===== config.mk =====
export PLATFORM = sky130hd
export DESIGN_NAME = ictcs_top
export DESIGN_NICKNAME = d
export VERILOG_FILES = /design/src/rtl/ictcs_sync.v /design/src/rtl/ictcs_top.v
export VERILOG_INCLUDE_DIRS = /design/src /design/src/rtl
export SDC_FILE = /design/constraint.sdc
export NUM_CORES = 1
export LEC_CHECK = 0
export CAP_MARGIN = 10
export CORE_MARGIN = 10
export CORE_UTILIZATION = 65
export DETAILED_ROUTE_END_ITERATION = 12
export DONT_BUFFER_PORTS = 1
export PLACE_DENSITY = 0.81
export SLEW_MARGIN = 10
export SYNTH_ARGS = -nofsm -noshare
export SYNTH_HDL_FRONTEND = slang
export SYNTH_SLANG_ARGS = --single-unit

===== constraint.sdc =====
create_clock -name clk_sys -period 5.8 [get_ports clk_sys]
set_input_delay 0 -clock clk_sys [delete_from_list [all_inputs] [get_ports clk_sys]]
set_output_delay 0 -clock clk_sys [all_outputs]
set_load 0.005 [all_outputs]

===== src/rtl/ictcs_defs.vh =====
// constants for the input clock and time code selector
`ifndef ICTCS_DEFS_VH
`define ICTCS_DEFS_VH
// master clock setting codes
`define ICTCS_CLK_INTERNAL 2'h0
`define ICTCS_CLK_DIGITAL 2'h1
`define ICTCS_CLK_EXTERNAL 2'h2
// reported clock source codes
`define ICTCS_SRC_INTERNAL 2'h0
`define ICTCS_SRC_DIGITAL 2'h1
`define ICTCS_SRC_VIDEO 2'h2
`define ICTCS_SRC_WORD 2'h3
// frame rate codes
`define ICTCS_FR_23976 3'h0
`define ICTCS_FR_24 3'h1
`define ICTCS_FR_25 3'h2
`define ICTCS_FR_2997 3'h3
`define ICTCS_FR_2997DF 3'h4
`define ICTCS_FR_30DF 3'h5
`define ICTCS_FR_30 3'h6
// generator modes
`define ICTCS_GEN_RTC 2'h0
`define ICTCS_GEN_CONTINUE 2'h1
`define ICTCS_GEN_FREE 2'h2
`define ICTCS_GEN_EXTERNAL 2'h3
// time code field limits
`define ICTCS_TC_W 32
`define ICTCS_TC_ZERO 32'h00000000
`define ICTCS_HOUR_MAX 8'h17
`define ICTCS_MIN_MAX 8'h3b
`define ICTCS_SEC_MAX 8'h3b
`define ICTCS_ZERO8 8'h00
`define ICTCS_ONE8 8'h01
`define ICTCS_TWO8 8'h02
`define ICTCS_TEN8 8'h0a
// last frame number within a second, per frame count
`define ICTCS_FMAX_24 8'h17
`define ICTCS_FMAX_25 8'h18
`define ICTCS_FMAX_30 8'h1d
`define ICTCS_ONE16 16'h0001
// reference presence timeout, in system clock cycles
`define ICTCS_REF_TIMEOUT 16'h0400
`define ICTCS_REF_TO_ZERO 16'h0000
`endif


===== src/rtl/ictcs_sync.v =====
// two-stage synchroniser with edge detection for a bus of inputs
`timescale 1ns/100ps
module ictcs_sync #(
  parameter WIDTH = 1
) (
  input wire clk_sys,
  input wire rst,
  input wire [WIDTH-1:0] async_in,
  output wire [WIDTH-1:0] level_out,
  output wire [WIDTH-1:0] rise_out
);
  reg [WIDTH-1:0] meta_reg;
  reg [WIDTH-1:0] sync_reg;
  reg [WIDTH-1:0] prev_reg;

  // first stage feeds only the second
  always @(posedge clk_sys or posedge rst) begin
    if (rst) begin
      meta_reg <= {WIDTH{1'b0}};
      sync_reg <= {WIDTH{1'b0}};
      prev_reg <= {WIDTH{1'b0}};
    end else begin
      meta_reg <= async_in;
      sync_reg <= meta_reg;
      prev_reg <= sync_reg;
    end
  end

  assign level_out = sync_reg;
  assign rise_out = sync_reg & ~prev_reg;
endmodule


===== src/rtl/ictcs_top.v =====
// input source, master clock and time code generator selection
`timescale 1ns/100ps
`include "ictcs_defs.vh"

// Summary of operation
// - default configuration prefers digital input on all six channels
// - each pair takes digital only while its digital input is locked
// - unlocked pair falls back to analog automatically
// - per-pair setting forces digital or analog independently only while the default configuration is off
// - clock set digital and locked reports digital source and icon
// - clock set digital but unlocked runs and reports internal clock
// - external setting detects video or word reference and reports it
// - seven selectable frame rates including two drop-frame ones
// - generator advances one frame per rising edge of the frame tick input while recording or in free mode
// - thirty and drop-frame settings drift 3.6 seconds per hour
// - no continuity required across the midnight rollover for those
// - flash frame rate on incoming view when external rate differs
// - mode switch picks one of four generator modes
// - rtc start mode loads real-time clock value at record start
// - continue mode resumes from the last recorded value
// - external start mode loads incoming time code at record start while it is valid, otherwise keeps the current value
module ictcs_top #(
  parameter PAIRS = 3,
  parameter FLASH_DIV = 24
) (
  input wire clk_sys,
  input wire rst,
  input wire [PAIRS-1:0] pair_digital_cfg,
  input wire cfg_default,
  input wire [PAIRS-1:0] dig_lock_in,
  input wire [1:0] master_clock_sel,
  input wire video_ref_in,
  input wire word_ref_in,
  input wire [2:0] frame_rate_sel,
  input wire [2:0] incoming_frame_rate,
  input wire incoming_tc_valid,
  input wire [31:0] incoming_tc_value,
  input wire [31:0] rtc_value,
  input wire [1:0] timecode_generator_mode_switch,
  input wire record_active,
  input wire incoming_timecode_view,
  input wire frame_tick_in,
  output reg [PAIRS-1:0] pair_use_digital,
  output reg [1:0] clock_source,
  output reg digital_lock_indicator,
  output reg digital_icon,
  output reg internal_clock_indicator,
  output reg [31:0] tc_value,
  output reg [2:0] tc_rate,
  output reg tc_drop_frame,
  output reg rate_flash
);
  localparam ST_IDLE = 1'b0;
  localparam ST_RUN = 1'b1;

  wire [PAIRS-1:0] lock_s;
  wire [2:0] ref_rise;
  wire [PAIRS-1:0] want_dig;
  wire [2:0] asy_bus;
  wire [PAIRS-1:0] pair_next;

  ////////////////////////////////////////////////////////////
  // synchronise pin inputs
  assign asy_bus = {frame_tick_in, word_ref_in, video_ref_in};

  // only lock levels matter, edges unused
  ictcs_sync #(.WIDTH(PAIRS)) u_lock_sync (
    .clk_sys(clk_sys),
    .rst(rst),
    .async_in(dig_lock_in),
    .level_out(lock_s),
    .rise_out()
  );

  // only reference and tick edges matter
  ictcs_sync #(.WIDTH(3)) u_ref_sync (
    .clk_sys(clk_sys),
    .rst(rst),
    .async_in(asy_bus),
    .level_out(),
    .rise_out(ref_rise)
  );

  ////////////////////////////////////////////////////////////
  // per-pair input source selection
  genvar gi;
  generate
    for (gi = 0; gi < PAIRS; gi = gi + 1) begin : g_pair
      assign want_dig[gi] = cfg_default | pair_digital_cfg[gi];
      assign pair_next[gi] = want_dig[gi] & lock_s[gi];
    end
  endgenerate

  always @(posedge clk_sys or posedge rst) begin
    if (rst) begin
      pair_use_digital <= {PAIRS{1'b0}};
    end else begin
      pair_use_digital <= pair_next;
    end
  end

  ////////////////////////////////////////////////////////////
  // reference presence detection
  reg [15:0] video_to_reg;
  reg [15:0] word_to_reg;
  wire video_ok;
  wire word_ok;
  wire any_lock;

  assign video_ok = (video_to_reg != `ICTCS_REF_TO_ZERO);
  assign word_ok = (word_to_reg != `ICTCS_REF_TO_ZERO);
  assign any_lock = |(lock_s & want_dig);

  always @(posedge clk_sys or posedge rst) begin
    if (rst) begin
      video_to_reg <= `ICTCS_REF_TO_ZERO;
      word_to_reg <= `ICTCS_REF_TO_ZERO;
    end else begin
      if (ref_rise[0]) begin
        video_to_reg <= `ICTCS_REF_TIMEOUT;
      end else if (video_ok) begin
        video_to_reg <= video_to_reg - `ICTCS_ONE16;
      end
      if (ref_rise[1]) begin
        word_to_reg <= `ICTCS_REF_TIMEOUT;
      end else if (word_ok) begin
        word_to_reg <= word_to_reg - `ICTCS_ONE16;
      end
    end
  end

  ////////////////////////////////////////////////////////////
  // master clock source and indicators
  reg [1:0] src_next;

  always @* begin
    src_next = `ICTCS_SRC_INTERNAL;
    case (master_clock_sel)
      `ICTCS_CLK_DIGITAL: begin
        src_next = any_lock ? `ICTCS_SRC_DIGITAL : `ICTCS_SRC_INTERNAL;
      end
      `ICTCS_CLK_EXTERNAL: begin
        if (video_ok) begin
          src_next = `ICTCS_SRC_VIDEO;
        end else if (word_ok) begin
          src_next = `ICTCS_SRC_WORD;
        end else begin
          src_next = `ICTCS_SRC_INTERNAL;
        end
      end
      default: begin
        src_next = `ICTCS_SRC_INTERNAL;
      end
    endcase
  end

  always @(posedge clk_sys or posedge rst) begin
    if (rst) begin
      clock_source <= `ICTCS_SRC_INTERNAL;
      digital_lock_indicator <= 1'b0;
      digital_icon <= 1'b0;
      internal_clock_indicator <= 1'b1;
    end else begin
      clock_source <= src_next;
      digital_lock_indicator <= (src_next == `ICTCS_SRC_DIGITAL);
      digital_icon <= (src_next == `ICTCS_SRC_DIGITAL);
      internal_clock_indicator <= (src_next == `ICTCS_SRC_INTERNAL);
    end
  end

  ////////////////////////////////////////////////////////////
  // rate flash warning
  reg [7:0] flash_cnt_reg;
  reg flash_ph_reg;

  always @(posedge clk_sys or posedge rst) begin
    if (rst) begin
      flash_cnt_reg <= `ICTCS_ZERO8;
      flash_ph_reg <= 1'b0;
      rate_flash <= 1'b0;
    end else begin
      if (ref_rise[2]) begin
        if (flash_cnt_reg >= FLASH_DIV[7:0] - `ICTCS_ONE8) begin
          flash_cnt_reg <= `ICTCS_ZERO8;
          flash_ph_reg <= ~flash_ph_reg;
        end else begin
          flash_cnt_reg <= flash_cnt_reg + `ICTCS_ONE8;
        end
      end
      rate_flash <= incoming_timecode_view & incoming_tc_valid & flash_ph_reg &
        (incoming_frame_rate != frame_rate_sel);
    end
  end

  ////////////////////////////////////////////////////////////
  // time code generator
  reg st_reg;
  reg [31:0] last_rec_reg;
  reg [7:0] fmax;
  reg drop;
  wire [7:0] hh = tc_value[31:24];
  wire [7:0] mm = tc_value[23:16];
  wire [7:0] ss = tc_value[15:8];
  wire [7:0] ff = tc_value[7:0];
  reg [31:0] tc_inc;
  reg [31:0] start_val;

  // last frame number within a second and drop-frame per rate
  always @* begin
    fmax = `ICTCS_FMAX_30;
    drop = 1'b0;
    case (frame_rate_sel)
      `ICTCS_FR_23976: fmax = `ICTCS_FMAX_24;
      `ICTCS_FR_24: fmax = `ICTCS_FMAX_24;
      `ICTCS_FR_25: fmax = `ICTCS_FMAX_25;
      `ICTCS_FR_2997: fmax = `ICTCS_FMAX_30;
      `ICTCS_FR_2997DF: begin
        fmax = `ICTCS_FMAX_30;
        drop = 1'b1;
      end
      `ICTCS_FR_30DF: begin
        fmax = `ICTCS_FMAX_30;
        drop = 1'b1;
      end
      default: fmax = `ICTCS_FMAX_30;
    endcase
  end

  // one frame step, wraps at midnight
  always @* begin
    tc_inc = tc_value;
    if (ff < fmax) begin
      tc_inc[7:0] = ff + `ICTCS_ONE8;
    end else begin
      tc_inc[7:0] = `ICTCS_ZERO8;
      if (ss < `ICTCS_SEC_MAX) begin
        tc_inc[15:8] = ss + `ICTCS_ONE8;
      end else begin
        tc_inc[15:8] = `ICTCS_ZERO8;
        if (mm < `ICTCS_MIN_MAX) begin
          tc_inc[23:16] = mm + `ICTCS_ONE8;
          // skip frames 0 and 1 except every tenth minute
          if (drop && ((mm + `ICTCS_ONE8) % `ICTCS_TEN8 != `ICTCS_ZERO8)) begin
            tc_inc[7:0] = `ICTCS_TWO8;
          end
        end else begin
          tc_inc[23:16] = `ICTCS_ZERO8;
          tc_inc[31:24] = (hh < `ICTCS_HOUR_MAX) ? hh + `ICTCS_ONE8 : `ICTCS_ZERO8;
        end
      end
    end
  end

  always @* begin
    start_val = tc_value;
    case (timecode_generator_mode_switch)
      `ICTCS_GEN_RTC: start_val = rtc_value;
      `ICTCS_GEN_CONTINUE: start_val = last_rec_reg;
      `ICTCS_GEN_EXTERNAL: start_val = incoming_tc_valid ? incoming_tc_value : tc_value;
      default: start_val = tc_value;
    endcase
  end

  always @(posedge clk_sys or posedge rst) begin
    if (rst) begin
      st_reg <= ST_IDLE;
      tc_value <= `ICTCS_TC_ZERO;
      last_rec_reg <= `ICTCS_TC_ZERO;
      tc_rate <= `ICTCS_FR_30;
      tc_drop_frame <= 1'b0;
    end else begin
      tc_rate <= frame_rate_sel;
      tc_drop_frame <= drop;
      case (st_reg)
        ST_IDLE: begin
          if (record_active) begin
            tc_value <= start_val;
            st_reg <= ST_RUN;
          end else if (timecode_generator_mode_switch == `ICTCS_GEN_FREE && ref_rise[2]) begin
            tc_value <= tc_inc;
          end
        end
        ST_RUN: begin
          if (!record_active) begin
            last_rec_reg <= tc_value;
            st_reg <= ST_IDLE;
          end else if (ref_rise[2]) begin
            tc_value <= tc_inc;
          end
        end
        default: st_reg <= ST_IDLE;
      endcase
    end
  end
endmodule


==> impl_metrics.yaml <==
status:
  status: "complete, no violations"
clocking:
  cts_buffers: 17
  cts_tree: "done"
  clockRootBuffer: "clkbuf_8"
  cts-hold-fix-buffers: 92
  clock_sinks: 133
  post_cts_buffers: 0
  cts_buffer_depth: 2
  insertion_delay_ns: 0.53
  h-tree-depth: 4
  cts-resized-gates: 0
  path_clk_slew_ns: 0.06
grt:
  grt_overflow_total: 0
  track_usage_pct: 27.2
  grt_pass1_vias: 6486
  grt_pass1_wl_um: 34600
  antenna_found_initial: 1
  grt_max_degree: 73
logic_synthesis:
  synth_cell_type_count: 63
  synth.avg_cell_area_um2: 9.63
  synth_warnings: 0
  syn-instance-count: 741
  synth_ff_type: "dfrtp_1"
  synth_seq_cells: 133
  synth_sequential_area_ratio_pct: 46.7
  syn-num-nets: 844
  async_reset_ff_share_pct: 100
  syn_area_mm2: 0.00714
  synth_edf_count: 0
pwr:
  p_int_mw: 2.41
  power_frac_seq_pct: 41.9
  p_switching_mw: 1.38
  power_density_mw_per_mm2: 436
  combPwrFrac_pct: 30.5
  ir_drop_mv: 0.320
  p_clk_share_pct: 27.6
  leakage_nw: 3.76
  swShare_pct: 36.5
route:
  wl_per_cell_um: 22.1
  dr_total_vias: 6265
  topRoutingLayerUsed: "met5"
  drt_wl_total_um: 21300
  drt_iter0_drc: 585
  drt-vias-per-instance: 6.49
  wl_met3_um: 1850
  dr_wl_met2_um: 10600
  met1_length_um: 8280
  antenna_left: 0
  drc: 0
  drt_first_pass_iters: 5
min_path:
  hp-start: "frame_tick_in"
  worst_hold_path.num_cells: 1
  min_to: "u_ref_sync.meta_reg[2]"
  hold_class: "input port to register"
sta:
  setup_viol: 0
  relSlewSlack_pct: 28.7
  hold_violations: 0
  slew_violations: 0
  fin_skew_ns: 0.0145
  period_minus_slack_ns: 3.59
  rsz0062_at_grt: "false"
  fmax_mhz: 278
  setup_tns_ns: 0
  worst_pin_slew_ns: 1.07
  fin_crit_sh_pct: 62.0
finish:
  diodes: 0
  layout-drive-gt1-share_pct: 10.2
  fin_area_mm2: 0.00868
  final_common_cell: "dfrtp_1"
  nets: 916
  nFillCells: 627
  layout_common_cells: "dfrtp_1 (130), dlygate4sd3_1 (91), nand2_1 (82), nor2_1 (70), o21ai_0 (62)"
  layout-area-overhead-vs-synth_pct: 21.6
worst_setup_path:
  rr_startpoint: "tc_value[16]"
  reg2regPathDepth: 13
  critPathCaptureType: "register"
  reg2reg_setup_slack_ns: 2.21
  crit_type: "register to register"
  critPathArrivalTime_ns: 4.01
  start_kind: "register"
  cp.required_ns: 6.21
  crit_path_max_fanout: 12
  timing.rr.end: "tc_value[1]"
  startpoint: "tc_value[16]"
floorplan:
  ios: 134
  start_util_pct: 66.1
  dieHeight_um: 125
  die_w_um: 125
  placementRows: 38
  core_mm2: 0.0108
  die_area_mm2: 0.0156
placed_design:
  port_buffers: 0
  dp_hpwl_um: 12800
  place_area_mm2: 0.00718
  gp_congestion: 0.907
run:
  cap_violations: 0
[worst max-delay path by stage]
stage,end,slack (ns),cells after the start
after floorplan,clock_source[0],2.25,1
after global placement,tc_value[1],2.37,13
after detailed placement,tc_value[1],2.27,13
after CTS,tc_value[1],2.26,13
after global routing,tc_value[1],1.89,13
final,tc_value[1],2.21,13
[stage by stage]
stage               hold slack [ns]  power, mW  utilization (%)  setup slack, ns  std cells
floorplan                   0.00448       2.31                -             2.25        741
global placement            -0.0109       2.52             66.5             2.37        842
detailed placement          0.00289       2.58             66.5             2.27        842
CTS                         0.00160       3.74             80.4             2.26        966
global route                 0.0208       4.01             80.4             1.89        966
finish                       0.0333       3.79             80.4             2.21        966
[synth_stat cells (11+ instances only)]
library cell / instances / area share, %
ha_1: 14 / 2.5
a31oi_1: 11 / 0.96
mux2i_1: 33 / 4.6
a21oi_1: 34 / 2.4
nor2b_1: 11 / 0.96
a211oi_1: 11 / 1.2
nor3_1: 22 / 1.5
clkbuf_1: 31 / 1.6
nand3_1: 13 / 0.91
o21ai_0: 62 / 4.3
mux2_2: 33 / 5.2
inv_1: 14 / 0.74
dfrtp_1: 130 / 46
nand2_1: 82 / 4.3
nor2_1: 70 / 3.7
xor2_1: 14 / 1.7
xnor2_1: 20 / 2.5
[worst max-delay path: stages, from the launching register on]
cell and delay [ns]:
dfrtp_1 0.66, ha_1 0.38, nand3_1 0.28, nor3_1 0.42
nor2_1 0.08, ha_1 0.45, o21ai_0 0.21, a21oi_1 0.06
nor4_1 0.26, o22ai_1 0.15, nand4_1 0.12, o2111a_1 0.19
o22ai_1 0.06, a21o_1 0.16
[logic make-up after synthesis]
| logic type | Yosys count | share of synthesized area (%) |
|---|---|---|
| DFF | 133 | 46.7 |
| xor gates and xnor gates | 34 | 4.17 |
| muxes | 66 | 9.83 |
| AOI/OAI and AO/OA | 179 | 15.9 |
| adders and majority gates | 14 | 2.45 |
| buffers and inverters | 56 | 3.10 |
| and+or+nand+nor | 259 | 17.9 |
[routing by layer]
| layer | up-vias | GRT usage (%) |
|---|---|---|
| met4 | 2 | 9.80 |
| met2 | 298 | 45.9 |
| met3 | 52 | 9.96 |
| met5 | - | 0 |
| li1 | 2789 | - |
| met1 | 3124 | 31.0 |
[power by group through the flow]
stage / clock [mW] / combinational, mW / sequential (mW)
4_1_cts: 1.05 / 1.12 / 1.56
3_3_place_gp: 0 / 0.963 / 1.55
2_1_floorplan: 0 / 0.888 / 1.42
3_5_place_dp: 0 / 1.00 / 1.58
6_report: 1.05 / 1.16 / 1.59
5_1_grt: 1.10 / 1.28 / 1.63
[final cells by class]
class	instances	area [um2]	share of cell area (%)
clock inverter	8	98.8	1.14
tap	140	175	2.02
sequential	133	3330	38.4
multi-input combinational	552	3590	41.4
inverter	14	57.6	0.663
clock buffer	24	470	5.42
timing repair buffer	95	953	11.0
Note: power is estimated with default switching activity, not from simulation.
